==> config.mk <==
export PLATFORM = sky130hd
export DESIGN_NAME = sdc_datagram_chain
export DESIGN_NICKNAME = d
export VERILOG_FILES = /design/src/hw/sdc_pkg.sv /design/src/hw/sdc_link_if.sv /design/src/hw/sdc_datagram_chain.sv /design/src/hw/sdc_link_timer.sv
export SDC_FILE = /design/constraint.sdc
export NUM_CORES = 1
export LEC_CHECK = 0
export ABC_AREA = 1
export BUFFER_PORTS_ARGS = -buffer_cell sky130_fd_sc_hd__buf_2
export CAP_MARGIN = 10
export CELL_PAD_IN_SITES_DETAIL_PLACEMENT = 1
export CELL_PAD_IN_SITES_GLOBAL_PLACEMENT = 1
export CORE_ASPECT_RATIO = 1.5
export CORE_MARGIN = 2
export CORE_UTILIZATION = 35
export DETAILED_ROUTE_END_ITERATION = 12
export PLACE_DENSITY_LB_ADDON = 0.05
export SLEW_MARGIN = 10
export SYNTH_ARGS = -nofsm -noshare
export SYNTH_HDL_FRONTEND = slang
export SYNTH_SLANG_ARGS = --single-unit
==> constraint.sdc <==
create_clock -name ref_clk -period 7.85 [get_ports ref_clk]
set_input_delay 0.3925 -clock ref_clk [delete_from_list [all_inputs] [get_ports ref_clk]]
set_output_delay 0.3925 -clock ref_clk [all_outputs]
set_load 0.05 [all_outputs]
==> src/hw/sdc_pkg.sv <==
// Constants shared by the driver datagram chain generator and its link timer.
// Assumes a single 250 MHz controller clock; all link timing derives from it.
package sdc_pkg;

  // ************************************************************
  // Chain configuration memory
  // ************************************************************
  localparam logic [7:0] SDC_CHAIN_BASE   = 8'h80;  // First chain register address
  localparam int         SDC_CHAIN_REGS   = 32;     // Two-byte registers in the area
  localparam int         SDC_CHAIN_BYTES  = 64;     // One byte per datagram bit
  localparam int         SDC_ADDR_RW_BIT  = 0;      // Address LSB: 1 read, 0 write
  localparam int         SDC_AREA_BIT     = 7;      // Set for the chain area
  localparam int         SDC_CODE_LSB     = 0;      // Signal code field low bit
  localparam int         SDC_CODE_W       = 5;      // Signal code width
  localparam int         SDC_NEXT_BIT     = 5;      // next_driver_flag position
  localparam logic [7:0] SDC_ENTRY_RESET  = 8'h00;  // Chain byte reset value; unused, the chain array is not reset

  // ************************************************************
  // Datagram and cover parameters
  // ************************************************************
  localparam int SDC_WORD_LEN  = 19;  // Bits per driver datagram
  localparam int SDC_COVER_W   = 24;  // Cover sequence register width
  localparam int SDC_POS_W     = 8;   // Cover position and bit counter width
  localparam int SDC_LEN_W     = 5;   // Cover length width

  // ************************************************************
  // Link timing
  // ************************************************************
  localparam int SDC_CLK_PERIOD_NS = 4;   // Controller clock period
  localparam int SDC_SCK_PERIOD_NS = 32;  // Serial clock period
  localparam int SDC_SCK_HALF_CYC  =      // Cycles per serial clock half, at least one
    (SDC_SCK_PERIOD_NS / 2 + SDC_CLK_PERIOD_NS - 1) / SDC_CLK_PERIOD_NS;

  // ************************************************************
  // Sequencer states, Gray coded along idle-load-shift-gap
  // ************************************************************
  typedef enum logic [1:0]
  {
    SDC_IDLE  = 2'h0,
    SDC_LOAD  = 2'h1,
    SDC_SHIFT = 2'h3,
    SDC_GAP   = 2'h2
  } sdc_state_t;

endpackage

==> src/hw/sdc_link_if.sv <==
// Carrier between the datagram sequencer and its serial clock timer.
// Both ends sit on ref_clk; nothing here crosses a clock domain.
`timescale 1ns/1ps
interface sdc_link_if;
  logic run;    // Timer counts while high
  logic quiet;  // Hold serial clock low while counting
  logic sck;    // Serial clock level, from a flip-flop
  logic tick;   // One-cycle pulse at the end of each serial period

  modport timer (input run, input quiet, output sck, output tick);
  modport ctrl  (output run, output quiet, input sck, input tick);
endinterface

==> src/hw/sdc_datagram_chain.sv <==
// Driver datagram generator: walks the chain memory, serialises primary
// signals in the driver's fixed bit order, drives select lines, and lets
// one cover sequence patch a datagram. Same-clock control ports only.
`timescale 1ns/1ps
//
// Contract
// - Send a stepping datagram per new microstep.
// - One chain byte picks each bit's signal.
// - Chain area starts at 0x80, first bit.
// - Chain registers are two bytes, numbered 0-31.
// - Addresses step by two; LSB is read/write.
// - Code in bits 0-4; bit 5 advances driver.
// - Select mode 1 gives one line per driver.
// - Changes reach driver only with next datagram.
// - Continuous update sends datagrams back to back.
// - Last driver index sets drivers per datagram.
// - Cover replaces one stepping datagram exactly once.
// - Cover has position, length and bit sequence.
// - Cover position zero is first driver bit 18.
// - Cover accepted only when idle and none pending.
module sdc_datagram_chain
  import sdc_pkg::*;
#(
  parameter int DRV_W       = 2,                 // Driver index width
  parameter int HALF_CYCLES = SDC_SCK_HALF_CYC   // Serial clock half period
)
(
  input  wire logic                        ref_clk,
  input  wire logic                        rst,
  input  wire logic                        cfgStrobe,
  input  wire logic [7:0]                  cfgAddr,
  input  wire logic [15:0]                 cfgWrData,
  output logic      [15:0]                 cfgRdData,
  output logic                             cfgRdValid,
  input  wire logic [(32<<DRV_W)-1:0]      primarySignals,
  input  wire logic                        stepPulse,
  input  wire logic                        continuousUpdate,
  input  wire logic                        selectLineMode,
  input  wire logic [DRV_W-1:0]            lastDriverIndex,
  input  wire logic                        coverWrite,
  input  wire logic [SDC_POS_W-1:0]        coverPosition,
  input  wire logic [SDC_LEN_W-1:0]        coverLength,
  input  wire logic [SDC_COVER_W-1:0]      coverDatagram,
  output logic                             patchPendingFlag,
  output logic                             busy,
  output logic                             sckPin,
  output logic                             sdoPin,
  output logic      [(1<<DRV_W)-1:0]       selectN
);

  // ************************************************************
  // Elaboration check
  // ************************************************************
  if (DRV_W < 1 || DRV_W > 3)
  begin : g_bad_drv
    $error("DRV_W must be 1 to 3");
  end

  localparam int DRIVERS = 1 << DRV_W;   // Select lines provided

  // ************************************************************
  // Chain memory and configuration port
  // ************************************************************
  logic [7:0] chainMem [SDC_CHAIN_BYTES];   // One byte per datagram bit
  wire        cfgInArea;                    // Address falls in chain area
  wire        cfgIsRead;                    // LSB flags a read
  wire  [4:0] cfgReg;                       // Register number 0..31
  wire  [5:0] cfgEven;                      // Byte index of even half
  wire  [5:0] cfgOdd;                       // Byte index of odd half

  assign cfgInArea = cfgAddr[SDC_AREA_BIT];
  assign cfgIsRead = cfgAddr[SDC_ADDR_RW_BIT];
  assign cfgReg    = cfgAddr[5:1];
  assign cfgEven   = {cfgReg, 1'b0};
  assign cfgOdd    = {cfgReg, 1'b1};

  // Memory write; no reset on the array to keep it a plain RAM
  always_ff @(posedge ref_clk)
  begin
    if (cfgStrobe && cfgInArea && !cfgIsRead)
    begin
      chainMem[cfgEven] <= cfgWrData[7:0];
      chainMem[cfgOdd]  <= cfgWrData[15:8];
    end
  end

  // Read answer one cycle after the strobe; outside the area reads zero
  always_ff @(posedge ref_clk or posedge rst)
  begin
    if (rst)
    begin
      cfgRdData  <= 16'h0000;
      cfgRdValid <= 1'b0;
    end
    else
    begin
      cfgRdValid <= cfgStrobe && cfgIsRead;
      if (cfgStrobe && cfgIsRead)
        cfgRdData <= cfgInArea ? {chainMem[cfgOdd], chainMem[cfgEven]} : 16'h0000;
    end
  end

  // ************************************************************
  // Link timer
  // ************************************************************
  sdc_link_if link ();

  sdc_link_timer #(
    .HALF_CYCLES (HALF_CYCLES)
  ) u_timer (
    .ref_clk (ref_clk),
    .rst     (rst),
    .link    (link.timer)
  );

  // ************************************************************
  // Sequencer state
  // ************************************************************
  sdc_state_t             state;         // Sequencer state
  sdc_state_t             next_state;    // Following state
  logic [5:0]             entryIdx;      // Chain byte being sent
  logic [DRV_W-1:0]       driverCnt;     // Driver address counter
  logic [SDC_POS_W-1:0]   bitPos;        // Bit position across the chain
  logic                   stepPending;   // Microstep waiting for a datagram
  logic                   patchActive;   // Current datagram carries the cover
  logic [SDC_POS_W-1:0]   covPos;        // Latched cover position
  logic [SDC_LEN_W-1:0]   covLen;        // Latched cover length
  logic [SDC_COVER_W-1:0] covBits;       // Latched cover sequence

  // ************************************************************
  // Bit selection
  // ************************************************************
  wire  [7:0]             entry;         // Current chain byte
  wire  [SDC_CODE_W-1:0]  sigCode;       // Primary signal code
  wire                    nextDriver;    // Advance after this bit
  wire                    genBit;        // Bit from primary signals
  wire  [SDC_POS_W-1:0]   covOff;        // Offset into cover window
  wire                    inCover;       // Bit lies in cover window
  wire  [SDC_LEN_W-1:0]   covIdx;        // Cover bit, MSB first
  wire                    txBit;         // Bit actually sent
  wire                    lastBit;       // Final bit of whole datagram
  wire                    startReq;      // Reason to send a datagram
  wire                    coverAccept;   // Cover write taken
  wire                    idle;          // Sequencer at rest

  assign entry      = chainMem[entryIdx];
  assign sigCode    = entry[SDC_CODE_LSB +: SDC_CODE_W];
  assign nextDriver = entry[SDC_NEXT_BIT];
  assign genBit     = primarySignals[{driverCnt, sigCode}];
  assign covOff     = bitPos - covPos;
  assign inCover    = patchActive && (bitPos >= covPos)
                      && (covOff < SDC_POS_W'(covLen));
  assign covIdx     = covLen - SDC_LEN_W'(1) - covOff[SDC_LEN_W-1:0];
  assign txBit      = inCover ? covBits[covIdx] : genBit;
  assign lastBit    = (nextDriver && (driverCnt == lastDriverIndex))
                      || (entryIdx == 6'(SDC_CHAIN_BYTES - 1));
  assign idle       = (state == SDC_IDLE);
  assign startReq   = stepPending || continuousUpdate || patchPendingFlag;
  assign coverAccept = coverWrite && idle && !patchPendingFlag;
  assign busy       = !idle;

  // Timer control: runs while shifting or spacing drivers
  assign link.run   = (state == SDC_SHIFT) || (state == SDC_GAP);
  assign link.quiet = (state == SDC_GAP);
  assign sckPin     = link.sck;

  // Next-state decode
  always_comb
  begin
    next_state = state;
    case (state)
      SDC_IDLE:  if (startReq) next_state = SDC_LOAD;
      SDC_LOAD:  next_state = SDC_SHIFT;
      SDC_SHIFT:
        if (link.tick)
        begin
          if (lastBit)
            next_state = SDC_IDLE;
          else if (nextDriver && selectLineMode)
            next_state = SDC_GAP;     // Deselect so the driver latches
          else
            next_state = SDC_LOAD;
        end
      SDC_GAP:   if (link.tick) next_state = SDC_LOAD;
      default:   next_state = SDC_IDLE;
    endcase
  end

  // ************************************************************
  // Sequencer registers
  // ************************************************************
  always_ff @(posedge ref_clk or posedge rst)
  begin
    if (rst)
      state <= SDC_IDLE;
    else
      state <= next_state;
  end

  // Chain walk: index, driver counter, global bit position
  always_ff @(posedge ref_clk or posedge rst)
  begin
    if (rst)
    begin
      entryIdx  <= 6'h00;
      driverCnt <= '0;
      bitPos    <= 8'h00;
    end
    else if (idle)
    begin
      entryIdx  <= 6'h00;
      driverCnt <= '0;
      bitPos    <= 8'h00;
    end
    else if (state == SDC_SHIFT && link.tick && !lastBit)
    begin
      entryIdx  <= entryIdx + 6'h01;
      bitPos    <= bitPos + 8'h01;
      if (nextDriver)
        driverCnt <= driverCnt + DRV_W'(1);
    end
  end

  // Step latch; a step arriving as the datagram starts is kept
  always_ff @(posedge ref_clk or posedge rst)
  begin
    if (rst)
      stepPending <= 1'b0;
    else if (stepPulse)
      stepPending <= 1'b1;
    else if (idle && startReq)
      stepPending <= 1'b0;
  end

  // Cover bookkeeping: accept, bind to one datagram, release at its end
  always_ff @(posedge ref_clk or posedge rst)
  begin
    if (rst)
    begin
      patchPendingFlag <= 1'b0;
      patchActive      <= 1'b0;
      covPos           <= 8'h00;
      covLen           <= 5'h00;
      covBits          <= 24'h00_0000;
    end
    else
    begin
      if (coverAccept)
      begin
        patchPendingFlag <= 1'b1;
        covPos           <= coverPosition;
        covLen           <= coverLength;
        covBits          <= coverDatagram;
      end
      if (idle && startReq)
        patchActive <= patchPendingFlag;
      else if (state == SDC_SHIFT && link.tick && lastBit && patchActive)
      begin
        patchActive      <= 1'b0;
        patchPendingFlag <= 1'b0;
      end
    end
  end

  // ************************************************************
  // Pin drivers
  // ************************************************************
  // Data changes in load while the serial clock is low
  always_ff @(posedge ref_clk or posedge rst)
  begin
    if (rst)
      sdoPin <= 1'b0;
    else if (state == SDC_LOAD)
      sdoPin <= txBit;
    else if (idle)
      sdoPin <= 1'b0;
  end

  // Individual mode selects the addressed driver; common mode uses line 0
  always_ff @(posedge ref_clk or posedge rst)
  begin
    if (rst)
      selectN <= '1;
    else if (state == SDC_LOAD || state == SDC_SHIFT)
    begin
      for (int d = 0; d < DRIVERS; d++)
        selectN[d] <= selectLineMode ? (DRV_W'(d) != driverCnt) : (d != 0);
    end
    else if (state == SDC_GAP && !selectLineMode)
      selectN <= selectN;
    else
      selectN <= '1;
  end

endmodule

==> src/hw/sdc_link_timer.sv <==
// Serial clock divider for the datagram link.
// Assumes run is held for whole periods; dropping it restarts the period.
`timescale 1ns/1ps
module sdc_link_timer
  import sdc_pkg::*;
#(
  parameter int HALF_CYCLES = SDC_SCK_HALF_CYC
)
(
  input  wire logic ref_clk,
  input  wire logic rst,
  sdc_link_if.timer link
);

  // ************************************************************
  // Elaboration check
  // ************************************************************
  if (HALF_CYCLES < 1 || HALF_CYCLES > 128)
  begin : g_bad_half
    $error("HALF_CYCLES out of range");
  end

  localparam int CNT_W = $clog2(2 * HALF_CYCLES + 1);
  localparam logic [CNT_W-1:0] LAST = CNT_W'(2 * HALF_CYCLES - 1);
  localparam logic [CNT_W-1:0] HALF = CNT_W'(HALF_CYCLES);

  logic [CNT_W-1:0] phase;       // Position within one serial period
  wire              atEnd;       // Last cycle of the period
  wire  [CNT_W-1:0] next_phase;  // Following position

  assign atEnd      = link.run && (phase == LAST);
  assign next_phase = (!link.run || atEnd) ? '0 : phase + CNT_W'(1);

  // Tick marks the period's last cycle itself; a registered tick would let
  // the counter wrap and raise the serial clock once more before the move
  assign link.tick  = atEnd;

  // Period counter; low half first so data settles before the rising edge
  always_ff @(posedge ref_clk or posedge rst)
  begin
    if (rst)
    begin
      phase     <= '0;
      link.sck  <= 1'b0;
    end
    else
    begin
      phase     <= next_phase;
      link.sck  <= link.run && !link.quiet && (next_phase >= HALF);
    end
  end

endmodule

[After elaboration in Yosys (flattened, before gate mapping)]
Memory sizes are Yosys's and may differ from the RTL's.
Index checks and enable logic that the tools add are counted.
Widths: inputs -> output; s select.
Word-level totals
  flip-flop bits (word level): 85
  memory bits (writable): 512
  input port bits: 198
  output and inout bits: 25
  word-level logic and storage cells: 119
  memories kept: 1
Memory list
  chainMem: depth 64, bits a word 8, rd ports 3, clocked after Yosys merged registers in 0, wr ports 2, line sdc_datagram_chain.sv:64  | logic [7:0] chainMem [SDC_CHAIN_BYTES];
Cells by class
  $add $sub $neg: 7
  $lt $le $gt $ge: 5
  eq/ne operators: 13
  muxes and demuxes: 37
  reduce and logical (&&, ||, !) cells: 40
Operators by type and width (number)
  $logic_and 1x1->1: 18
  $mux 1: 18
  $mux 16: 1
  $mux 2: 8
  $mux 8: 2
  $mux 4: 3
  $mux 6: 2
  $reduce_bool 2->1: 6
  $add 8x1->8 const B: 1
  $ge 8x8->1: 1
  $lt 7x8->1 const B: 1
  $lt 8x5->1: 1
  $ne 2x2->1 const B: 4
  $pmux 2 s4: 1
  $sub 8x8->8: 1
  $bmux 1 s7: 1
  $logic_not 1->1: 7
  $add 6x1->6 const B: 1
  $eq 6x6->1 const B: 1
  $logic_or 1x1->1: 6
  $lt 5x6->1 const B: 1
  $bmux 1 s5: 1
  $sub 5x1->5 const B: 1
  $sub 5x5->5: 1
  other kinds (12): 14

[Longest topological paths before layout]
  depth after elaboration: 8
  mapped depth: 24
  mapped depth without buffers: 22

[By module]
Synthesis repeated with hierarchy kept, for this count alone.
Second synthesis, totals
  cells, all modules: 2635
  area, all modules: 28318.4 sq um
By module, submodules not included
  sdc_datagram_chain: times used 1, cells each 2608, area each 28074.4 sq um
  sdc_link_timer: times used 1, cells each 27, area each 244.0 sq um

[Least setup slack after synthesis]
Ideal clock, no wire load.
  path kind: in2reg
  start point: input cfgAddr[1]
  end point: memory chainMem[12][0] (enable)
  setup time: 388 ps
  data arrival time: 2461 ps
  slack: 5000 ps
  stages on the path: 8
  buffers on the path: 3
  cell sequence: inv_1 nand2_1 inv_2 clkbuf_1 buf_1 clkbuf_1 nand2_1 nor2_1
RTL lines
  from (decl): line sdc_datagram_chain.sv:31  | input wire logic [7:0] cfgAddr,
  to (decl): line sdc_datagram_chain.sv:64

[Final worst setup path]
  start point: register entryIdx[2]
  end point: register sdoPin
Between the ends
  longest elaborated chain between the ends: 5
Ends and longest elaborated chain
  from (decl): line sdc_datagram_chain.sv:121  | logic [5:0] entryIdx;
  from (signal assigned): line sdc_datagram_chain.sv:217  | entryIdx <= entryIdx + 6'h01;
  $mem_v2 64x8
  $bmux 1 s7: line sdc_datagram_chain.sv:149  | assign genBit = primarySignals[{driverCnt, sigCode}];
  $mux 1 (not written as such): line sdc_datagram_chain.sv:149
  $mux 1: line sdc_datagram_chain.sv:154  | assign txBit = inCover ? covBits[covIdx] : genBit;
  $mux 1: line sdc_datagram_chain.sv:273  | else if (state == SDC_LOAD)
  to (signal assigned): line sdc_datagram_chain.sv:274  | sdoPin <= txBit;
  to (decl): line sdc_datagram_chain.sv:47  | output logic sdoPin,
Every way passes these cells. The select of a mux whose other input is x is not followed.
A chain may end at the register's enable or synchronous reset.

==> run_results.csv <==
group,metric,value,unit
timing,fmax,0.194,GHz
worst_setup_path,required,8.40,ns
worst_setup_path,r2r_setup_slack,2.71,ns
placed_design,post-dp-hpwl,70000,um
floorplanning,start_util,35.1,%
detailed_routing,drtAntennaViolNets,0,
yosys,netlist_instances,2675,
outcome,status,"complete, no violations",
clock_tree,clock_latency,0.66,ns
yosys,yosysTopAreaCell,"edfxtp_1",
timing,drv_slew,0,
job,maxCapViolCount,0,
detailed_routing,wirelength,111000,um
clock_tree,root_buffer,"clkbuf_16",
clock_tree,cts_tree,"done",
min_path,min_to,"covLen[2]",
power_and_ir_drop,p_leak,0.0124,uW
clock_tree,cts_made_buffers,59,
worst_setup_path,critPathLaunchType,"flip-flop",
finish,drive_above_1_share,15.7,%
yosys,synth_area,0.0284,mm2
yosys,syn_area_per_cell,10.6,um2
min_path,hp-start,"coverLength[2]",
detailed_routing,drt_first_pass_iters,5,
detailed_routing,drt_first_iter_violations,1674,
worst_setup_path,endpoint_kind,"flip-flop",
global_routing,gr-total-overflow,0,
floorplanning,fp.dieH,353,um
timing,rsz0062_at_grt,"no",
yosys,yosysWarnings,0,
detailed_routing,wl_per_cell,28.0,um
floorplanning,rows,128,
placed_design,placed_cells,3818,
power_and_ir_drop,peakVddDrop,194,uV
finish,nets,3100,
floorplanning,core_area,0.0809,mm2
global_routing,grt_pass1_wl,162000,um
yosys,synth_commonest_cells,"edfxtp_1 (512), nand2_1 (479), nand3_1 (317), a22oi_1 (253), a21oi_1 (223)",
worst_setup_path,reg2reg_depth,21,
yosys,synth_edf_count,512,
floorplanning,ios,223,
detailed_routing,drc_errors,0,
yosys,synth_top_area_share,54.1,%
yosys,yosys_most_used_dff,"edfxtp_1",
timing,min_period,5.14,ns
floorplanning,dieArea,0.0835,mm2
timing,fin_skew,0.0299,ns
clock_tree,clk_pin_slew,0.06,ns
timing,finalSetupTns,0,ns
global_routing,grt_use_total,26.3,%
global_routing,first_global_vias,24200,
power_and_ir_drop,p_per_area,307,mW/mm2
worst_setup_path,critPathKind,"flip-flop to flip-flop",
timing,slew_headroom,17.0,%
yosys,ys_async_sr_fraction,14.2,%
timing,setup_viol_count_final,0,
worst_setup_path,cp.arrival,5.70,ns
yosys,seq_area_frac_synth,61.6,%
clock_tree,htreeDepth,2,
timing,hold_viol,0,
clock_tree,cts-resized-gates,0,
timing,tightest_slew,1.24,ns
worst_setup_path,cp_max_fo,65,
worst_setup_path,reg2reg_from,"entryIdx[2]",
detailed_routing,avgViaCountPerCell,5.76,
min_path,min_path_cells,3,
timing,period_share,65.5,%
global_routing,antenna_found_initial,4,
worst_setup_path,timing.rr.end,"sdoPin",
yosys,synth_most_common_cell,"edfxtp_1",
placed_design,io_buffers,221,
placed_design,gp_congestion,0.815,
yosys,synth_fp_nets,2899,
finish,nFillCells,8881,
finish,fin_cells,3970,
clock_tree,clk_path_buf_depth,3,
yosys,ys_seq_elements,597,
clock_tree,postCtsSetupRepairBufs,0,
global_routing,grt_start_max_net_pins,83,
min_path,worstHoldPathType,"input port to flip-flop",
floorplanning,die_w,237,um
yosys,yosysUniqueCellTypes,60,
finish,syn_to_final_growth,15.6,%
yosys,ys_top_cells_by_area,"edfxtp_1 (54%), dfrtp_1 (7.1%), a22oi_1 (6.7%)",
detailed_routing,vias,22900,
clock_tree,clock_sinks,597,
-- what timing repair did --
action,4_1_cts,5_1_grt
endpoints found under the setup margin,0,0
hold endpoints to repair,59,0
hold buffers,37,0
-- cell families (layout without fill, tap and decap cells) --
| kind of cell | count (synthesis) | in the layout | synth area share (%) |
|---|---|---|---|
| and+or+nand+nor | 1027 | 1027 | 15.6 |
| AOI/OAI and AO/OA | 671 | 671 | 15.2 |
| DFF | 597 | 597 | 61.6 |
| buffers and inverters | 327 | 578 | 5.35 |
| adders and majority gates | 26 | 26 | 1.20 |
| muxes | 19 | 19 | 0.753 |
| xor gates and xnor gates | 8 | 8 | 0.247 |
| other | 0 | 4 | 0 |
-- state kept, by name, summed over array words and instances (netlist names) --
register	flops
bitPos	8
cfgRdData	16
cfgRdValid	1
chainMem	512
covBits	24
covLen	5
covPos	8
driverCnt	2
entryIdx	6
patchActive	1
patchPendingFlag	1
sdoPin	1
selectN	4
state	2
stepPending	1
u_timer.link.sck	1
u_timer.phase	4
-- worst max-delay path, stage by stage, from the launching register on --
cell and delay [ns]:
dfrtp_1 0.37, buf_4 0.21, nand2_1 0.68, inv_2 0.58, nand2_1 0.20, nand2_1 0.07, clkinv_1 0.05, nand2_1 0.04
nand2_1 0.06, nand2_1 0.06, inv_2 0.78, nand2_4 0.66, nand2_1 0.24, nand3_1 0.09, nand3_1 0.10, nand3_1 0.13
nand3_1 0.15, nand3_1 0.13, nand3_1 0.11, nand3_1 0.12, nand2_1 0.09, nand2_1 0.04
-- layout by cell type, fill, tap and decap left out, types with 11 or more instances in the layout --
cell type,count
clkinv_1,13
nor2_1,125
nor2_2,18
o22ai_1,11
buf_2,221
edfxtp_1,512
a22oi_1,253
o31ai_1,12
o21ai_0,86
or4_1,17
nand3_1,316
buf_4,58
clkbuf_1,18
nand2_1,478
ha_1,24
inv_1,131
clkbuf_16,60
nor2_4,19
nor3_1,19
o221ai_1,22
dlygate4sd3_1,37
o211ai_1,18
a21oi_1,223
mux2_2,19
dfrtp_1,79
-- worst max-delay path by stage --
stage               slack, ns         endpoint   startpoint
floorplan                5.00  chainMem[12][0]   cfgAddr[1]
global placement         2.36           sdoPin  entryIdx[2]
detailed placement       2.35           sdoPin  entryIdx[2]
CTS                      2.34           sdoPin  entryIdx[2]
global route             2.39           sdoPin  entryIdx[2]
finish                   2.71           sdoPin  entryIdx[2]
-- stage by stage --
stage | hold slack [ns] | power [uW] | setup slack (ns) | util [%] | instance area (um2)
2_1_floorplan | 0.433 | 6210 | 5.00 | - | 28400
3_3_place_gp | 0.406 | 7210 | 2.36 | 37.7 | 30500
3_5_place_dp | 0.412 | 7280 | 2.35 | 37.7 | 30500
4_1_cts | 0.00646 | 10200 | 2.34 | 40.6 | 32800
5_1_grt | 0.0378 | 10700 | 2.39 | 40.6 | 32800
6_report | 0.0304 | 10100 | 2.71 | 40.6 | 32800
-- power breakdown --
| group | switching, uW | internal [uW] | total, uW | leakage [uW] |
|---|---|---|---|---|
| sequential | 127 | 3590 | 3720 | 0.00564 |
| clock | 1260 | 1630 | 2890 | 0.000958 |
| combinational | 2420 | 1050 | 3470 | 0.00582 |
| total | 3810 | 6270 | 10100 | 0.0124 |
-- per-layer routing --
layer | vias up | track usage [%] | share of wire (%)
met1 | 11800 | 31.3 | 40
met5 | - | 0 | 0
met2 | 668 | 47.8 | 51
met3 | 199 | 3.01 | 4.2
met4 | 0 | 11.2 | 4.5
li1 | 10200 | - | -
-- final cells by class --
class / instances / area [um2] / share of cell area (%)
Antenna cell: 4 / 10.0 / 0.0305
Clock buffer: 87 / 1690 / 5.15
Clock inverter: 24 / 256 / 0.781
Inverter: 151 / 582 / 1.77
Multi-Input combinational cell: 1751 / 9570 / 29.2
Sequential cell: 597 / 17500 / 53.3
Tap cell: 1040 / 1300 / 3.96
Timing Repair Buffer: 316 / 1910 / 5.82
Note: power is estimated with default switching activity, not from simulation.
